File: src/tsp_pkg.sv
package tsp_pkg;

   // ***********************************
   // register map
   // ***********************************
   localparam logic [7:0]  OFF_CTRL     = 8'h00;
   localparam logic [7:0]  OFF_KNOB     = 8'h04;
   localparam logic [7:0]  OFF_PATTERN  = 8'h08;
   localparam logic [7:0]  OFF_CV_SEED  = 8'h0c;
   localparam logic [7:0]  OFF_STATUS   = 8'h10;
   localparam logic [7:0]  OFF_PERIOD   = 8'h14;
   localparam int          CTRL_IGN_BIT = 0;
   localparam int          ST_SRC_LSB   = 0;
   localparam int          ST_STEP_LSB  = 4;
   localparam int          ST_GATE_BIT  = 8;
   localparam int          ST_PULSE_BIT = 9;
   localparam logic [7:0]  KNOB_RST     = 8'h80;
   localparam logic [15:0] PATTERN_RST  = 16'h5555;
   localparam logic [7:0]  CV_SEED_RST  = 8'h00;

   // ***********************************
   // timing
   // ***********************************
   localparam longint CLK_HZ          = 100_000_000;
   localparam longint TIMEOUT_MS      = 2000;
   localparam longint INT_PERIOD_MS   = 500;
   localparam logic [31:0] TIMEOUT_CYC =
      32'((CLK_HZ * TIMEOUT_MS + 999) / 1000);
   localparam logic [31:0] INT_PERIOD_CYC =
      32'(CLK_HZ * INT_PERIOD_MS / 1000);
   localparam logic [31:0] LFO_FREE_THR = 32'h02fa_f080;

   // ***********************************
   // tempo, pattern and oscillator constants
   // ***********************************
   localparam logic [2:0]  TDIV_UNITY   = 3'h3;
   localparam logic [2:0]  TDIV_MUL0    = 3'h4;
   localparam logic [7:0]  KNOB_CENTRE  = 8'h80;
   localparam logic [7:0]  TRI_MAX      = 8'hff;
   localparam logic [12:0] LFO_BASE     = 13'h0040;
   localparam int          LFO_SYNC_SH  = 3;
   localparam int          FREE_GAIN_SH = 3;
   localparam logic [33:0] GATE_NUM     = 34'h3;
   localparam int          GATE_SH      = 2;
   localparam logic [15:0] LFSR_RST     = 16'hace1;
   localparam logic [15:0] LFSR_TAPS    = 16'hb400;

   // ***********************************
   // synchronised input indices
   // ***********************************
   localparam int IN_JL   = 0;
   localparam int IN_PT   = 1;
   localparam int IN_JP   = 2;
   localparam int IN_TAP  = 3;
   localparam int IN_MOD  = 4;
   localparam int IN_LRST = 5;
   localparam int IN_SRST = 6;
   localparam int IN_GCON = 7;
   localparam int IN_GLVL = 8;
   localparam int IN_W    = 9;

   typedef enum logic [1:0] {
      TSP_SRC_INT, TSP_SRC_JACK, TSP_SRC_PATCH
   } tsp_src_e;

   typedef enum logic [1:0] {
      TSP_TLED_OFF, TSP_TLED_CYAN, TSP_TLED_MAGENTA, TSP_TLED_ORANGE
   } tsp_tled_e;

   typedef enum logic [1:0] {
      TSP_LLED_OFF, TSP_LLED_COLD, TSP_LLED_WARM
   } tsp_lled_e;

endpackage

File: src/tsp_core.sv
// Implementation choices: the placing of the registers and register access over AHB-Lite.
module tsp_core #(
   parameter logic [31:0] TIMEOUT_CYC    = tsp_pkg::TIMEOUT_CYC,
   parameter logic [31:0] INT_PERIOD_CYC = tsp_pkg::INT_PERIOD_CYC,
   parameter logic [31:0] LFO_FREE_THR   = tsp_pkg::LFO_FREE_THR
) (
   // ahb-lite slave
   input  wire logic        hclk,
   input  wire logic        hresetn,
   input  wire logic        hsel,
   input  wire logic [31:0] haddr,
   input  wire logic [1:0]  htrans,
   input  wire logic        hwrite,
   input  wire logic [2:0]  hsize,
   input  wire logic [31:0] hwdata,
   input  wire logic        hready,
   output logic             hreadyout,
   output logic             hresp,
   output logic      [31:0] hrdata,
   // clock input and output
   input  wire logic        sync_jack_l_in,
   input  wire logic        sync_patch_in,
   input  wire logic        sync_jack_present_in,
   output logic             sync_out,
   // right channel pass-through
   input  wire logic        sync_in_r_jack_in,
   output logic             sync_in_r_patch_out,
   input  wire logic        sync_out_r_patch_in,
   output logic             sync_out_r_jack_out,
   // user controls
   input  wire logic        mod_key_in,
   input  wire logic        tap_in,
   // slow oscillator
   input  wire logic        slow_osc_phase_reset_in,
   input  wire logic [7:0]  slow_osc_rate_mod_in,
   output logic      [7:0]  slow_osc_triangle_out,
   output logic             slow_osc_pulse_out,
   // pattern generator
   input  wire logic        seq_reset_in,
   input  wire logic        gate_mod_conn_in,
   input  wire logic        gate_mod_level_in,
   output logic             gate_out,
   output logic      [7:0]  cv_out,
   // indicators
   output logic      [1:0]  tempo_led_out,
   output logic      [1:0]  lfo_led_out
);

   typedef struct packed {
      logic                ign;
      logic [7:0]          knob;
      logic [15:0]         pattern;
      logic [7:0]          cv_seed;
      logic                ah_we;
      logic [7:0]          ah_addr;
      logic [31:0]         rdata;
      tsp_pkg::tsp_src_e   src;
      logic [31:0]         since_ext;
      logic [31:0]         ext_per;
      logic [31:0]         int_per;
      logic [31:0]         int_cnt;
      logic [31:0]         tap_cnt;
      logic                tap_armed;
      logic [2:0]          tdiv;
      logic [2:0]          div_cnt;
      logic [2:0]          sub_n;
      logic [31:0]         mul_cnt;
      logic [31:0]         tick_per;
      logic [31:0]         tick_cnt;
      logic [3:0]          step;
      logic                gate;
      logic [7:0]          cv;
      logic [15:0]         lfsr;
      logic [7:0]          wave;
      logic                up;
      logic [31:0]         lfo_acc;
      logic                sync_o;
      logic                in_r;
      logic                out_r;
      tsp_pkg::tsp_tled_e  tled;
      tsp_pkg::tsp_lled_e  lled;
   } tsp_state_s;

   tsp_state_s s_r;
   tsp_state_s s_nxt;

   logic [tsp_pkg::IN_W-1:0] raw;
   logic [tsp_pkg::IN_W-1:0] lvl;
   logic [tsp_pkg::IN_W-1:0] rise;
   logic        ext_on;
   logic        e_any;
   logic        ext_lvl;
   logic        tick;
   logic        synced;
   logic        g;
   logic [3:0]  step_v;
   logic [2:0]  dsh;
   logic [2:0]  msh;
   logic [2:0]  div_lim;
   logic [31:0] gate_len;
   logic [31:0] lfo_thr;
   logic [12:0] rate_s;
   logic [31:0] rd_word;

   if (TIMEOUT_CYC < 32'd2 || INT_PERIOD_CYC < 32'd2 ||
       LFO_FREE_THR < 32'd1) begin : g_bad_par
      $error("tsp_core: timing parameters too small");
   end

   // ***********************************
   // input synchronisers
   // ***********************************
   assign raw = {gate_mod_level_in, gate_mod_conn_in, seq_reset_in,
                 slow_osc_phase_reset_in, mod_key_in, tap_in,
                 sync_jack_present_in, sync_patch_in, sync_jack_l_in};

   tsp_sync_edge #(.W(tsp_pkg::IN_W)) u_sync (
      .clk      (hclk),
      .rst_n    (hresetn),
      .d_in     (raw),
      .lvl_out  (lvl),
      .rise_out (rise)
   );

   // ***********************************
   // next state
   // ***********************************
   always_comb begin
      s_nxt   = s_r;
      tick    = 1'b0;
      g       = 1'b0;
      rd_word = '0;
      ext_on  = (s_r.src != tsp_pkg::TSP_SRC_INT);
      synced  = (s_r.knob < tsp_pkg::KNOB_CENTRE);

      // bus: writes land in the data phase, reads are sampled early
      if (s_r.ah_we) begin
         case (s_r.ah_addr)
            tsp_pkg::OFF_CTRL:    s_nxt.ign = hwdata[tsp_pkg::CTRL_IGN_BIT];
            tsp_pkg::OFF_KNOB:    s_nxt.knob = hwdata[7:0];
            tsp_pkg::OFF_PATTERN: s_nxt.pattern = hwdata[15:0];
            tsp_pkg::OFF_CV_SEED: s_nxt.cv_seed = hwdata[7:0];
            default: ;
         endcase
      end
      if (haddr[31:8] == 24'h00_0000) begin
         case (haddr[7:0])
            tsp_pkg::OFF_CTRL:    rd_word = {31'h0, s_r.ign};
            tsp_pkg::OFF_KNOB:    rd_word = {24'h0, s_r.knob};
            tsp_pkg::OFF_PATTERN: rd_word = {16'h0, s_r.pattern};
            tsp_pkg::OFF_CV_SEED: rd_word = {24'h0, s_r.cv_seed};
            tsp_pkg::OFF_STATUS: begin
               rd_word[tsp_pkg::ST_SRC_LSB +: 2]  = s_r.src;
               rd_word[tsp_pkg::ST_STEP_LSB +: 4] = s_r.step;
               rd_word[tsp_pkg::ST_GATE_BIT]      = s_r.gate;
               rd_word[tsp_pkg::ST_PULSE_BIT]     = s_r.up;
            end
            tsp_pkg::OFF_PERIOD:  rd_word = s_r.tick_per;
            default:              rd_word = '0;
         endcase
      end
      s_nxt.ah_we = 1'b0;
      if (hsel && hready && htrans[1]) begin
         s_nxt.ah_we   = hwrite && (haddr[31:8] == 24'h00_0000);
         s_nxt.ah_addr = haddr[7:0];
         if (!hwrite) begin
            s_nxt.rdata = rd_word;
         end
      end

      // source edges: the jack only ever looks at its left channel
      e_any   = lvl[tsp_pkg::IN_JP] ? rise[tsp_pkg::IN_JL]
                                    : rise[tsp_pkg::IN_PT];
      ext_lvl = lvl[tsp_pkg::IN_JP] ? lvl[tsp_pkg::IN_JL]
                                    : lvl[tsp_pkg::IN_PT];
      if (e_any) begin
         s_nxt.ext_per   = s_r.since_ext + 32'd1;
         s_nxt.since_ext = '0;
      end else if (s_r.since_ext != TIMEOUT_CYC) begin
         s_nxt.since_ext = s_r.since_ext + 32'd1;
      end

      case (s_r.src)
         tsp_pkg::TSP_SRC_INT: begin
            if (!s_r.ign && lvl[tsp_pkg::IN_JP]) begin
               s_nxt.src = tsp_pkg::TSP_SRC_JACK;
            end else if (!s_r.ign && rise[tsp_pkg::IN_PT]) begin
               s_nxt.src = tsp_pkg::TSP_SRC_PATCH;
            end
         end
         tsp_pkg::TSP_SRC_JACK: begin
            // no timeout here: a plugged jack waits forever
            if (s_r.ign || !lvl[tsp_pkg::IN_JP]) begin
               s_nxt.src = tsp_pkg::TSP_SRC_INT;
            end
         end
         tsp_pkg::TSP_SRC_PATCH: begin
            if (s_r.ign) begin
               s_nxt.src = tsp_pkg::TSP_SRC_INT;
            end else if (lvl[tsp_pkg::IN_JP]) begin
               s_nxt.src = tsp_pkg::TSP_SRC_JACK;
            end else if (s_r.since_ext == TIMEOUT_CYC) begin
               s_nxt.src = tsp_pkg::TSP_SRC_INT;
            end
         end
         default: s_nxt.src = tsp_pkg::TSP_SRC_INT;
      endcase

      // tap tempo; taps further apart than the timeout start over
      if (!lvl[tsp_pkg::IN_MOD]) begin
         s_nxt.tap_armed = 1'b0;
      end else if (rise[tsp_pkg::IN_TAP]) begin
         if (s_r.tap_armed) begin
            s_nxt.int_per = s_r.tap_cnt + 32'd1;
            s_nxt.int_cnt = '0;
         end
         s_nxt.tap_cnt   = '0;
         s_nxt.tap_armed = 1'b1;
      end else if (s_r.tap_armed) begin
         if (s_r.tap_cnt == TIMEOUT_CYC) begin
            s_nxt.tap_armed = 1'b0;
         end else begin
            s_nxt.tap_cnt = s_r.tap_cnt + 32'd1;
         end
      end

      // divider/multiplier latched from the knob while modifier held with an external source
      if (lvl[tsp_pkg::IN_MOD] && ext_on) begin
         s_nxt.tdiv = s_r.knob[7:5];
      end
      dsh = (s_r.tdiv <= tsp_pkg::TDIV_UNITY) ?
            3'(tsp_pkg::TDIV_UNITY - s_r.tdiv) : 3'h0;
      msh = (s_r.tdiv >= tsp_pkg::TDIV_MUL0) ?
            3'(s_r.tdiv - tsp_pkg::TDIV_MUL0) : 3'h0;
      div_lim = 3'((4'h1 << dsh) - 4'h1);

      // tempo tick from the chosen source
      if (ext_on) begin
         s_nxt.int_cnt = '0;
         if (e_any) begin
            s_nxt.mul_cnt = '0;
            s_nxt.sub_n   = '0;
            if (s_r.div_cnt >= div_lim) begin
               tick          = 1'b1;
               s_nxt.div_cnt = '0;
            end else begin
               s_nxt.div_cnt = s_r.div_cnt + 3'h1;
            end
         end else if (msh != 3'h0 &&
                      s_r.sub_n < 3'((4'h1 << msh) - 4'h1)) begin
            // extra ticks between edges, never one past the last
            s_nxt.mul_cnt = s_r.mul_cnt + 32'd1;
            if (s_r.mul_cnt + 32'd1 >= (s_r.ext_per >> msh)) begin
               tick          = 1'b1;
               s_nxt.mul_cnt = '0;
               s_nxt.sub_n   = s_r.sub_n + 3'h1;
            end
         end
      end else begin
         s_nxt.div_cnt = '0;
         if (s_r.int_cnt + 32'd1 >= s_r.int_per) begin
            tick          = 1'b1;
            s_nxt.int_cnt = '0;
         end else begin
            s_nxt.int_cnt = s_r.int_cnt + 32'd1;
         end
      end

      // clock out: thru when external, divider plays no part
      s_nxt.sync_o = ext_on ? ext_lvl
                   : (s_r.int_cnt < (s_r.int_per >> 1));

      // pattern generator
      gate_len = 32'(({2'b00, s_r.tick_per} * tsp_pkg::GATE_NUM)
                      >> tsp_pkg::GATE_SH);
      step_v = s_r.step;
      if (rise[tsp_pkg::IN_SRST]) begin
         step_v = '0;
      end
      s_nxt.lfsr = {s_r.lfsr[14:0], ^(s_r.lfsr & tsp_pkg::LFSR_TAPS)};
      if (tick) begin
         g = s_r.pattern[step_v];
         if (lvl[tsp_pkg::IN_GCON]) begin
            g = lvl[tsp_pkg::IN_GLVL] ? s_r.lfsr[0] : ~g;
         end
         s_nxt.gate     = g;
         s_nxt.cv       = {step_v, step_v} ^ s_r.cv_seed;
         s_nxt.step     = step_v + 4'h1;
         s_nxt.tick_per = s_r.tick_cnt + 32'd1;
         s_nxt.tick_cnt = '0;
      end else begin
         s_nxt.step     = step_v;
         s_nxt.tick_cnt = s_r.tick_cnt + 32'd1;
         if (s_r.tick_cnt + 32'd1 >= gate_len) begin
            s_nxt.gate = 1'b0;
         end
      end
      if (ext_on && !e_any && s_r.since_ext == TIMEOUT_CYC - 32'd1) begin
         s_nxt.step = '0;
      end

      // slow oscillator: modulation only adds a signed offset to the rate
      lfo_thr = synced ?
         32'(({3'b000, s_r.tick_per} << s_r.knob[6:5])
             >> tsp_pkg::LFO_SYNC_SH) : LFO_FREE_THR;
      rate_s = tsp_pkg::LFO_BASE
             + {{5{slow_osc_rate_mod_in[7]}}, slow_osc_rate_mod_in};
      if (!synced) begin
         rate_s = rate_s + 13'({6'h00, s_r.knob[6:0]}
                               << tsp_pkg::FREE_GAIN_SH);
      end
      if (rate_s[12] || rate_s == 13'h0000) begin
         rate_s = 13'h0001;
      end
      // at the centre the free rate is the base: slowest
      if (s_r.lfo_acc + {19'h0, rate_s} >= lfo_thr) begin
         s_nxt.lfo_acc = '0;
         if (s_r.up) begin
            if (s_r.wave == tsp_pkg::TRI_MAX) begin
               s_nxt.up   = 1'b0;
               s_nxt.wave = s_r.wave - 8'h01;
            end else begin
               s_nxt.wave = s_r.wave + 8'h01;
            end
         end else begin
            if (s_r.wave == 8'h00) begin
               s_nxt.up   = 1'b1;
               s_nxt.wave = 8'h01;
            end else begin
               s_nxt.wave = s_r.wave - 8'h01;
            end
         end
      end else begin
         s_nxt.lfo_acc = s_r.lfo_acc + {19'h0, rate_s};
      end
      if (rise[tsp_pkg::IN_LRST]) begin
         s_nxt.wave    = tsp_pkg::TRI_MAX;
         s_nxt.up      = 1'b0;
         s_nxt.lfo_acc = '0;
      end

      // indicators
      if (!lvl[tsp_pkg::IN_MOD]) begin
         s_nxt.tled = tsp_pkg::TSP_TLED_OFF;
      end else if (s_r.ign) begin
         s_nxt.tled = tsp_pkg::TSP_TLED_ORANGE;
      end else if (ext_on) begin
         s_nxt.tled = tsp_pkg::TSP_TLED_CYAN;
      end else begin
         s_nxt.tled = tsp_pkg::TSP_TLED_MAGENTA;
      end
      s_nxt.lled = synced ? tsp_pkg::TSP_LLED_COLD
                          : tsp_pkg::TSP_LLED_WARM;

      s_nxt.in_r  = sync_in_r_jack_in;
      s_nxt.out_r = sync_out_r_patch_in;
   end

   always_ff @(posedge hclk or negedge hresetn) begin
      if (!hresetn) begin
         s_r         <= '0;
         s_r.knob    <= tsp_pkg::KNOB_RST;
         s_r.pattern <= tsp_pkg::PATTERN_RST;
         s_r.cv_seed <= tsp_pkg::CV_SEED_RST;
         s_r.int_per <= INT_PERIOD_CYC;
         s_r.tdiv    <= tsp_pkg::TDIV_UNITY;
         s_r.lfsr    <= tsp_pkg::LFSR_RST;
         s_r.up      <= 1'b1;
      end else begin
         s_r <= s_nxt;
      end
   end

   // ***********************************
   // outputs
   // ***********************************
   assign hreadyout             = 1'b1;
   assign hresp                 = 1'b0;
   assign hrdata                = s_r.rdata;
   assign sync_out              = s_r.sync_o;
   assign sync_in_r_patch_out   = s_r.in_r;
   assign sync_out_r_jack_out   = s_r.out_r;
   assign slow_osc_triangle_out = s_r.wave;
   assign slow_osc_pulse_out    = s_r.up;
   assign gate_out              = s_r.gate;
   assign cv_out                = s_r.cv;
   assign tempo_led_out         = s_r.tled;
   assign lfo_led_out           = s_r.lled;
endmodule

File: src/tsp_sync_edge.sv
module tsp_sync_edge #(
   parameter int W = 1
) (
   // clock and reset
   input  wire logic         clk,
   input  wire logic         rst_n,
   // raw inputs
   input  wire logic [W-1:0] d_in,
   // synchronised level and rising edge
   output logic      [W-1:0] lvl_out,
   output logic      [W-1:0] rise_out
);

   typedef struct packed {
      logic [W-1:0] s1;
      logic [W-1:0] s2;
      logic [W-1:0] s3;
   } tsp_sync_s;

   tsp_sync_s s_r;
   tsp_sync_s s_nxt;

   if (W < 1) begin : g_bad_w
      $error("tsp_sync_edge: W must be at least 1");
   end

   always_comb begin
      s_nxt    = s_r;
      s_nxt.s1 = d_in;
      s_nxt.s2 = s_r.s1;
      s_nxt.s3 = s_r.s2;
   end

   always_ff @(posedge clk or negedge rst_n) begin
      if (!rst_n) begin
         s_r <= '0;
      end else begin
         s_r <= s_nxt;
      end
   end

   // s1 feeds only s2; everything downstream looks at s2 and s3
   assign lvl_out  = s_r.s2;
   assign rise_out = s_r.s2 & ~s_r.s3;

endmodule
File: config.mk
export PLATFORM = sky130hd
export DESIGN_NAME = tsp_core
export DESIGN_NICKNAME = d
export VERILOG_FILES = /design/src/tsp_pkg.sv /design/src/tsp_core.sv /design/src/tsp_sync_edge.sv
export SDC_FILE = /design/constraint.sdc
export NUM_CORES = 1
export LEC_CHECK = 0
export ABC_CLOCK_PERIOD_IN_PS = 7300
export BUFFER_PORTS_ARGS = -buffer_cell sky130_fd_sc_hd__buf_2
export CAP_MARGIN = 20
export CORE_UTILIZATION = 64
export CTS_BUF_LIST = sky130_fd_sc_hd__clkbuf_4 sky130_fd_sc_hd__clkbuf_8
export CTS_CLUSTER_DIAMETER = 80
export DETAILED_ROUTE_END_ITERATION = 7
export PLACE_DENSITY_LB_ADDON = 0.08
export SYNTH_ARGS = -nofsm -noshare
export SYNTH_HDL_FRONTEND = slang
export SYNTH_SLANG_ARGS = --single-unit
File: constraint.sdc
create_clock -name hclk -period 7.3 [get_ports hclk]
set_input_delay 1.46 -clock hclk [delete_from_list [all_inputs] [get_ports hclk]]
set_output_delay 1.46 -clock hclk [all_outputs]
set_load 0.01 [all_outputs]
==> results of run 1 <==
repair_timing:
item / in CTS / in global routing
buffers inserted: 0 / 5
setup endpoints to repair: 0 / 41
hold buffers: 0 / 0
gates resized for setup: 0 / 14
layer usage:
metal | GRT usage | vias up | wire, microns
li1 | - | 10500 | -
met1 | 0.438 | 10700 | 30600
met2 | 0.492 | 682 | 31200
met3 | 0.0481 | 117 | 4180
met4 | 0.100 | 0 | 1500
met5 | 0 | - | 0
logic make-up after synthesis:
| kind of cell | after synthesis |
|---|---|
| AND/OR/NAND/NOR | 949 |
| buffers and inverters | 284 |
| flip-flops | 442 |
| AO/OA/AOI/OAI | 616 |
| multiplexers | 146 |
| other | 2 |
| adder cells (fa/ha/maj) | 233 |
| XOR/XNOR | 233 |
layout by cell type (no fill, tap or decap), types with 21 or more instances in the layout:
cell | netlist | final
o21ai_0 | 180 | 176
buf_4 | 57 | 63
a21o_1 | 68 | 68
inv_1 | 113 | 113
mux2i_1 | 51 | 51
dfstp_2 | 32 | 32
nor2_1 | 264 | 264
buf_2 | 9 | 128
o31ai_1 | 27 | 27
nand3_1 | 95 | 94
nand4_1 | 63 | 63
ha_1 | 230 | 229
nand2_1 | 248 | 247
dfrtp_1 | 410 | 409
nand2b_1 | 26 | 25
a22o_1 | 40 | 40
xor2_1 | 98 | 98
nor3_1 | 31 | 29
clkbuf_8 | 0 | 96
nor2b_1 | 72 | 70
clkbuf_4 | 0 | 33
xnor2_1 | 135 | 133
a21oi_1 | 165 | 163
mux2_2 | 79 | 79
and2_1 | 22 | 21
and3_1 | 45 | 45
final cells by class:
type,instances,area share
sequential,442,0.362
inverter,115,0.0141
clock buffer,129,0.0512
tap,577,0.0236
multi-input combinational,2181,0.502
timing repair buffer,198,0.0403
clock inverter,15,0.00555
antenna,6,0.000490
power by group through the flow:
stage	logic, mW	clock network [mW]	registers (mW)
after floorplan	1.59	0	2.88
after global placement	2.01	0	2.99
after detailed placement	2.09	0	3.00
after CTS	2.11	2.56	2.96
after global routing	2.39	2.67	3.00
final	2.14	2.52	2.98
flip-flops by register name, summed over array words and instances, names as in the netlist, 2 cells and up:
| name | flops |
|---|---|
| cv_out | 8 |
| hrdata | 32 |
| lfo_led_out | 2 |
| s_nxt | 15 |
| s_r | 347 |
| slow_osc_triangle_out | 8 |
| tempo_led_out | 2 |
| u_sync.lvl_out | 9 |
| u_sync.s_nxt | 9 |
| u_sync.s_r | 5 |
stage by stage:
step,power [mW],utilization
floorplan,4.47,-
global placement,5.00,0.680
detailed placement,5.10,0.680
CTS,7.64,0.721
global route,8.06,0.724
finish,7.63,0.724
path summary, 6_finish.rpt:
kind	slack, ns	to	depth (start not counted)
hold reg to reg	0.34	u_sync.lvl_out[8]$_DFF_PN0_	0
hold / removal	0.34	u_sync.lvl_out[8]$_DFF_PN0_	0
max in group asynchronous	5.10	s_r[415]$_DFFE_PN0P_	2
min in group asynchronous	0.82	u_sync.lvl_out[5]$_DFF_PN0_	1
setup reg to reg	0.70	slow_osc_triangle_out[1]$_DFFE_PN0P_	37
setup / recovery	0.31	slow_osc_triangle_out[1]$_DFFE_PN0P_	38
==> impl_metrics.ini, run 1 <==
[critical_path]
crit_arrival_ns = 7.51
cp.required_ns = 7.83
worst_path_max_delay_cell = fa_1
worst-path-buf-inv = 7
critPathMaxStageDelay_ns = 0.40
cp-start-kind = primary input
crit_start = slow_osc_rate_mod_in[3]
r2r_start = s_r[410]$_DFFE_PN0P_
path_class = primary input to flop
cpMostUsedCell = buf_4
cp_top_family = compound AO/OA/AOI/OAI gates
crit_fanout = 15
critPathCaptureType = flop

[timing]
finalCritPeriodShare = 0.957
fin_ws_ns = 0.313
setup_viol = 0
timing.setup.tns_ns = 0
fin_crit_ns = 6.99
worst_slew_pin_slew_ns = 1.09
fmax_ghz = 0.143
final_max_slew_viol_count = 0
fin_skew_ns = 0.0306
max_slew_margin = 0.266
hold_viol = 0
worst_hold_slack_ns = 0.342

[clock_network]
clock_latency_ns = 0.68
cts_root_buf = clkbuf_8
cts_tree = built
clockBufferDepth = 3
path_clk_slew_ns = 0.06
htree_levels = 3
cts.sink_count = 442
cts-buffers-inserted = 78

[detailed_routing]
drcViolationCount = 0
wirelength_microns = 67500
avgViaCountPerCell = 6.00
first_pass_iters = 6
via_count = 22000
routedWlPerCell_microns = 18.4
drt_iter0_drc = 1861
detail-route-antenna-nets = 0

[cells_and_area]
finalInstanceArea_sq_um = 30600
regArea_sq_um = 11100
fillers = 3176
fin_cells = 3663
layout-drive-gt1-share = 0.168
multiInputGateArea_sq_um = 15400
area_growth_pct = 10.7
final_nets = 3342

[logic_synthesis]
synth_top_family_by_area = simple AND/OR/NAND/NOR gates
synth_ff_type = dfrtp_1
synth-simple-area-share = 0.167
synth_compound_area_frac = 0.141
synth_top_cell_by_area = dfrtp_1
synth-xor-area-share = 0.0737
netlist.area_leader.share = 0.371
syn_inst = 2905
synth.area.top_cells = dfrtp_1 (37%), ha_1 (10%), xnor2_1 (4.3%)
synthMuxAreaShare = 0.0636
synth_edf_count = 0
yosysMostFrequentCell = dfrtp_1
ys_top_cells_by_count = dfrtp_1 (410), nor2_1 (264), nand2_1 (248), ha_1 (230), o21ai_0 (180)
async_flop_share = 1.00
ys_ff_latch = 442
synth_cell_types = 88
yosysWarnings = 0
synth_area_per_cell_sq_um = 9.53
synth-seq-area-share = 0.401
synth_fa_ha_area_frac = 0.106
syn-cell-area_sq_um = 27700

[pwr]
p_int_mw = 5.08
netSwitchingPower_mw = 2.55
swShare = 0.335
seq_power_share = 0.390
power_density_nw_per_um2 = 249
power_frac_clock = 0.330
ir_worst_vdd_mv = 0.201
leakagePower_nw = 14.7
combPwrFrac = 0.280

[hold_path]
min_path_type = flop to flop
hp-start = u_sync.s_nxt[17]$_DFF_PN0_

[floorplanning]
num_io_pins = 152
fp.dieH_microns = 210
fp-row-count = 75
initial_core_util = 0.654
core_sq_um = 42300
die_w_microns = 210
fp.dieArea_sq_um = 44100

[run]
maxCapViolations = 0

[placement]
pre_cts_slack_ns = -0.511
place.gp.congestion = 0.916
dp_cells = 3506
dp.final_hpwl_microns = 49400
io_buffers = 129
placed_cell_area_sq_um = 28800

[global_route]
grt_max_degree = 156
antenna_found_initial = 9
grt_use_total = 0.310
overflow = 0
grt_pass1_vias = 21700
grt_pass1_wl_microns = 110000

[status]
status = finished, final reports clean
No activity file was read; power rests on OpenSTA's default activity.
==> inputs of run 2 (changes only) <==
Settings changed: RECOVER_POWER from default to 25.
==> run 2 against run 1 <==
The flow now finishes with violations (max-capacitance violations, max-slew violations). Clock skew up 0.0010 ns. Fmax hardly changed. Die area unchanged. Register-to-register slack about the same. Utilization is 0.12 points lower. First-iteration DRC count decreased by 2.6%. Sequential power hardly changed. Critical endpoint unchanged. Sequential cell count is the same. Combinational power about the same. Worst setup slack lost 0.0019 ns. Cell count unchanged. Global-route usage unchanged.
==> impl_metrics.ini, run 2 (synthesized netlist as in run 1, its figures left out) <==
[critical_path]
worst_path_max_delay_cell = fa_1
r2r_start = s_r[410]$_DFFE_PN0P_
cpMostUsedCell = buf_4
crit_start = slow_osc_rate_mod_in[3]
crit_fanout = 15
path_class = primary input to flop
critPathCaptureType = flop
crit_arrival_ns = 7.52
cp-start-kind = primary input
cp.required_ns = 7.83
r2r_slack_ns = 0.70
critPathMaxStageDelay_ns = 0.40

[timing]
finalCritPeriodShare = 0.957
max_slew_margin = -2.60
hold_viol = 0
setup_viol = 0
final_max_slew_viol_count = 234
fin_skew_ns = 0.0315
fin_crit_ns = 6.99
worst_slew_pin_slew_ns = 5.40
fmax_ghz = 0.143

[cells_and_area]
finalInstanceArea_sq_um = 30600
final_common_cell = dfrtp_1
fin_cells = 3663
layout_common_cells = dfrtp_1 (409), nor2_1 (264), nand2_1 (247), ha_1 (229), o21ai_0 (176)
final_nets = 3342
area_growth_pct = 10.5
layout-drive-gt1-share = 0.165
largest_register = s_r
utilization = 0.723
largest_register_ffs = 347

[placement]
io_buffers = 129
placed_cell_area_sq_um = 28800
place.gp.congestion = 0.916
dp_cells = 3506
dp.final_hpwl_microns = 49400

[pwr]
combPwrFrac = 0.281
ir_worst_vdd_mv = 0.201
seq_power_share = 0.390
netSwitchingPower_mw = 2.55
swShare = 0.335
power_frac_clock = 0.330
power_density_nw_per_um2 = 250
p_int_mw = 5.08
leakagePower_nw = 14.6

[floorplanning]
fp.dieH_microns = 210
fp.dieArea_sq_um = 44100
die_w_microns = 210
fp-row-count = 75
core_sq_um = 42300
initial_core_util = 0.654
num_io_pins = 152

[global_route]
overflow = 0
grt_pass1_wl_microns = 110000
antenna_found_initial = 9
grt_pass1_vias = 21700
grt_max_degree = 156
grt_use_total = 0.310

[clock_network]
path_clk_slew_ns = 0.06
cts-buffers-inserted = 78
cts.sink_count = 442
cts_tree = built
clock_latency_ns = 0.68
cts_root_buf = clkbuf_8
htree_levels = 3
clockBufferDepth = 3

[status]
status = finished with violations
violations = max-capacitance violations, max-slew violations

[detailed_routing]
drcViolationCount = 0
via_count = 22000
detail-route-antenna-nets = 0
avgViaCountPerCell = 6.00
first_pass_iters = 6
wirelength_microns = 67400
drt_iter0_drc = 1813
routedWlPerCell_microns = 18.4

[hold_path]
min_path_type = flop to flop
hp-start = u_sync.s_nxt[17]$_DFF_PN0_

[run]
maxCapViolations = 3
==> run 2: critical path, delay by kind of cell <==
kind            cells  cell delay [ns]
compound gates     17             2.64
buf+inv             7             0.94
fa+ha+maj           4             1.16
simple gates        8             0.90
xor+xnor            2             0.42
==> run 2: power groups by stage <==
stage	Sequential (mW)	Combinational, mW	Clock [mW]
floorplan	2.88	1.59	0
global placement	2.99	2.01	0
detailed placement	3.00	2.09	0
CTS	2.96	2.11	2.56
global route	3.00	2.39	2.67
finish	2.98	2.14	2.51
==> run 2: path summary, 6_finish.rpt <==
path,end,cells after the start
worst max-delay path,slow_osc_triangle_out[1]$_DFFE_PN0P_,38
worst min-delay path,u_sync.lvl_out[8]$_DFF_PN0_,0
worst max register to register,slow_osc_triangle_out[1]$_DFFE_PN0P_,37
worst min register to register,u_sync.lvl_out[8]$_DFF_PN0_,0
max in group asynchronous,s_r[183]$_DFFE_PN0P_,1
min in group asynchronous,u_sync.lvl_out[5]$_DFF_PN0_,1
==> run 2: area by class of cell <==
cell class              instances  area [sq um]
repair buffers                198          1200
inverters                     115           432
fillers                      3181         11700
clock inverters                15           170
clock buffers                 129          1570
well taps                     577           722
diodes                          6          15.0
flip-flops and latches        442         11100
multi-input cells            2181         15400
==> run 2: layer usage <==
| layer | vias up | GRT usage | wire length (microns) |
|---|---|---|---|
| met4 | 0 | 0.100 | 1560 |
| met5 | - | 0 | 0 |
| met2 | 703 | 0.492 | 31200 |
| met1 | 10700 | 0.438 | 30500 |
| met3 | 125 | 0.0481 | 4090 |
| li1 | 10500 | - | - |
==> run 2: timing repair <==
action | 4_1_cts | 5_1_grt
hold buffers | 0 | 0
endpoints found under the setup margin | 0 | 41
setup buffers | 0 | 5
resized for setup | 0 | 14
==> run 2: through the flow <==
step	total power, mW	worst slack [ns]	hold WS, ns	TNS, ns
5_1_grt	8.06	-0.0205	0.353	-0.0205
6_report	7.63	0.311	0.343	0
2_1_floorplan	4.47	0.00216	0.331	0
4_1_cts	7.64	0.177	0.345	0
3_3_place_gp	5.00	-0.398	0.336	-10.73
3_5_place_dp	5.10	-0.511	0.335	-15.57
==> inputs of run 3 (changes only) <==
Settings changed: ABC_CLOCK_PERIOD_IN_PS 7300 to 8400, CORE_UTILIZATION 64 to 69.
Clock period 7.3 ns to 8.4 ns, I/O delays scaled along.
==> run 3 against run 2 <==
The run still ends with max-capacitance violations, max-slew violations left. Total power is 14% lower. Sequential power decreased by 13%. Cell area down 1.2%. Sequential cell count stayed put. Register-to-register slack improved by 0.26 ns. Largest cell class unchanged.
==> impl_metrics.ini, run 3 (synthesized netlist as in run 1, its figures left out) <==
[detailed_routing]
detail-route-antenna-nets = 0
routedWlPerCell_microns = 19.0
drcViolationCount = 0
via_count = 22200
first_pass_iters = 8
drt_iter0_drc = 1840
avgViaCountPerCell = 6.19
wirelength_microns = 68000

[timing]
setup_viol = 0
worst_slew_pin_slew_ns = 5.55
fin_crit_ns = 7.84
timing.setup.tns_ns = 0
max_slew_margin = -2.70
rsz0062_at_grt = no
hold_viol = 0
finalCritPeriodShare = 0.933
fin_skew_ns = 0.0228
final_max_slew_viol_count = 243
fmax_ghz = 0.128

[floorplanning]
fp.dieArea_sq_um = 40900
num_io_pins = 152
fp-row-count = 73
core_sq_um = 39600
initial_core_util = 0.698
fp.dieH_microns = 202
die_w_microns = 202

[clock_network]
clock_latency_ns = 0.67
cts-buffers-inserted = 77
clockBufferDepth = 3
cts-resized-gates = 0
htree_levels = 3
path_clk_slew_ns = 0.06
cts_tree = built
cts.sink_count = 442
cts_root_buf = clkbuf_8
cts_setup_buffers = 0
cts_hold_buf = 0

[hold_path]
hp-start = u_sync.s_nxt[14]$_DFF_PN0_
min_path_type = flop to flop
whs_endpoint = u_sync.lvl_out[5]$_DFF_PN0_
min_path_cells = 0

[critical_path]
worst-path-buf-inv = 4
critPathMaxStageDelay_ns = 0.75
critPathCaptureType = flop
cp_top_family = compound AO/OA/AOI/OAI gates
r2r_slack_ns = 0.96
path_class = primary input to flop
worst_r2r_path_depth = 30
cpMostUsedCell = o21ai_0
worst_path_max_delay_cell = o311ai_0
cp.required_ns = 8.95
crit_fanout = 20
r2r_start = s_r[417]$_DFFE_PN1P_
r2r-end = slow_osc_triangle_out[3]$_DFFE_PN0P_
cp-start-kind = primary input
crit_arrival_ns = 8.39

[cells_and_area]
largest_register_ffs = 347
layout-drive-gt1-share = 0.151
fin_cells = 3582
layout_common_cells = dfrtp_1 (409), nor2_1 (264), nand2_1 (247), ha_1 (230), o21ai_0 (180)
final_common_cell = dfrtp_1
area_growth_pct = 9.18
final_nets = 3312
utilization = 0.762
largest_register = s_r

[run]
maxCapViolations = 3

[pwr]
leakagePower_nw = 14.5
power_mw = 6.55
power_density_nw_per_um2 = 217
ir_worst_vdd_mv = 0.230

[global_route]
grt_max_degree = 157
antenna_found_initial = 10
grt_pass1_wl_microns = 110000
grt_use_total = 0.334
grt_pass1_vias = 21700
overflow = 0

[placement]
dp.final_hpwl_microns = 49100
io_buffers = 129
place.gp.congestion = 0.937
dp_cells = 3429

[status]
violations = max-capacitance violations, max-slew violations
status = finished with violations
## run 3: metrics by stage
stage	setup slack [ns]	hold slack [ns]	cell area, sq um
after floorplan	0.743	0.331	27700
after global placement	0.113	0.333	28500
after detailed placement	0.0479	0.336	28500
after CTS	0.736	0.349	30200
after global routing	0.0508	0.355	30200
final	0.559	0.346	30200
## run 3: final cells by class
class	instances	area (sq um)
antenna	10	25.0
clock buffer	126	1560
clock inverter	14	131
fill	2827	9420
inverter	115	432
multi-input combinational	2181	15300
sequential	442	11100
tap	525	657
timing repair buffer	169	1000
## run 3: worst max-delay path by stage
stage	startpoint	end	slack, ns	depth (start not counted)
3_3_place_gp	slow_osc_rate_mod_in[3]	slow_osc_triangle_out[3]$_DFFE_PN0P_	0.11	35
2_1_floorplan	slow_osc_rate_mod_in[3]	slow_osc_triangle_out[3]$_DFFE_PN0P_	0.74	35
3_5_place_dp	slow_osc_rate_mod_in[3]	slow_osc_triangle_out[3]$_DFFE_PN0P_	0.05	35
6_report	slow_osc_rate_mod_in[3]	slow_osc_triangle_out[3]$_DFFE_PN0P_	0.56	35
4_1_cts	slow_osc_rate_mod_in[3]	slow_osc_triangle_out[3]$_DFFE_PN0P_	0.74	35
5_1_grt	slow_osc_rate_mod_in[3]	slow_osc_triangle_out[3]$_DFFE_PN0P_	0.05	35
## run 3: report_power, final
| part | internal, mW | switching, mW |
|---|---|---|
| combinational | 0.790 | 1.01 |
| sequential | 2.33 | 0.261 |
| clock | 1.23 | 0.919 |
## run 3: routing by layer
metal,up-vias,wire (microns),GRT usage
met1,10800,29200,0.453
met4,0,2190,0.139
li1,10400,-,-
met3,155,4500,0.0574
met2,782,32000,0.532
met5,-,0,0
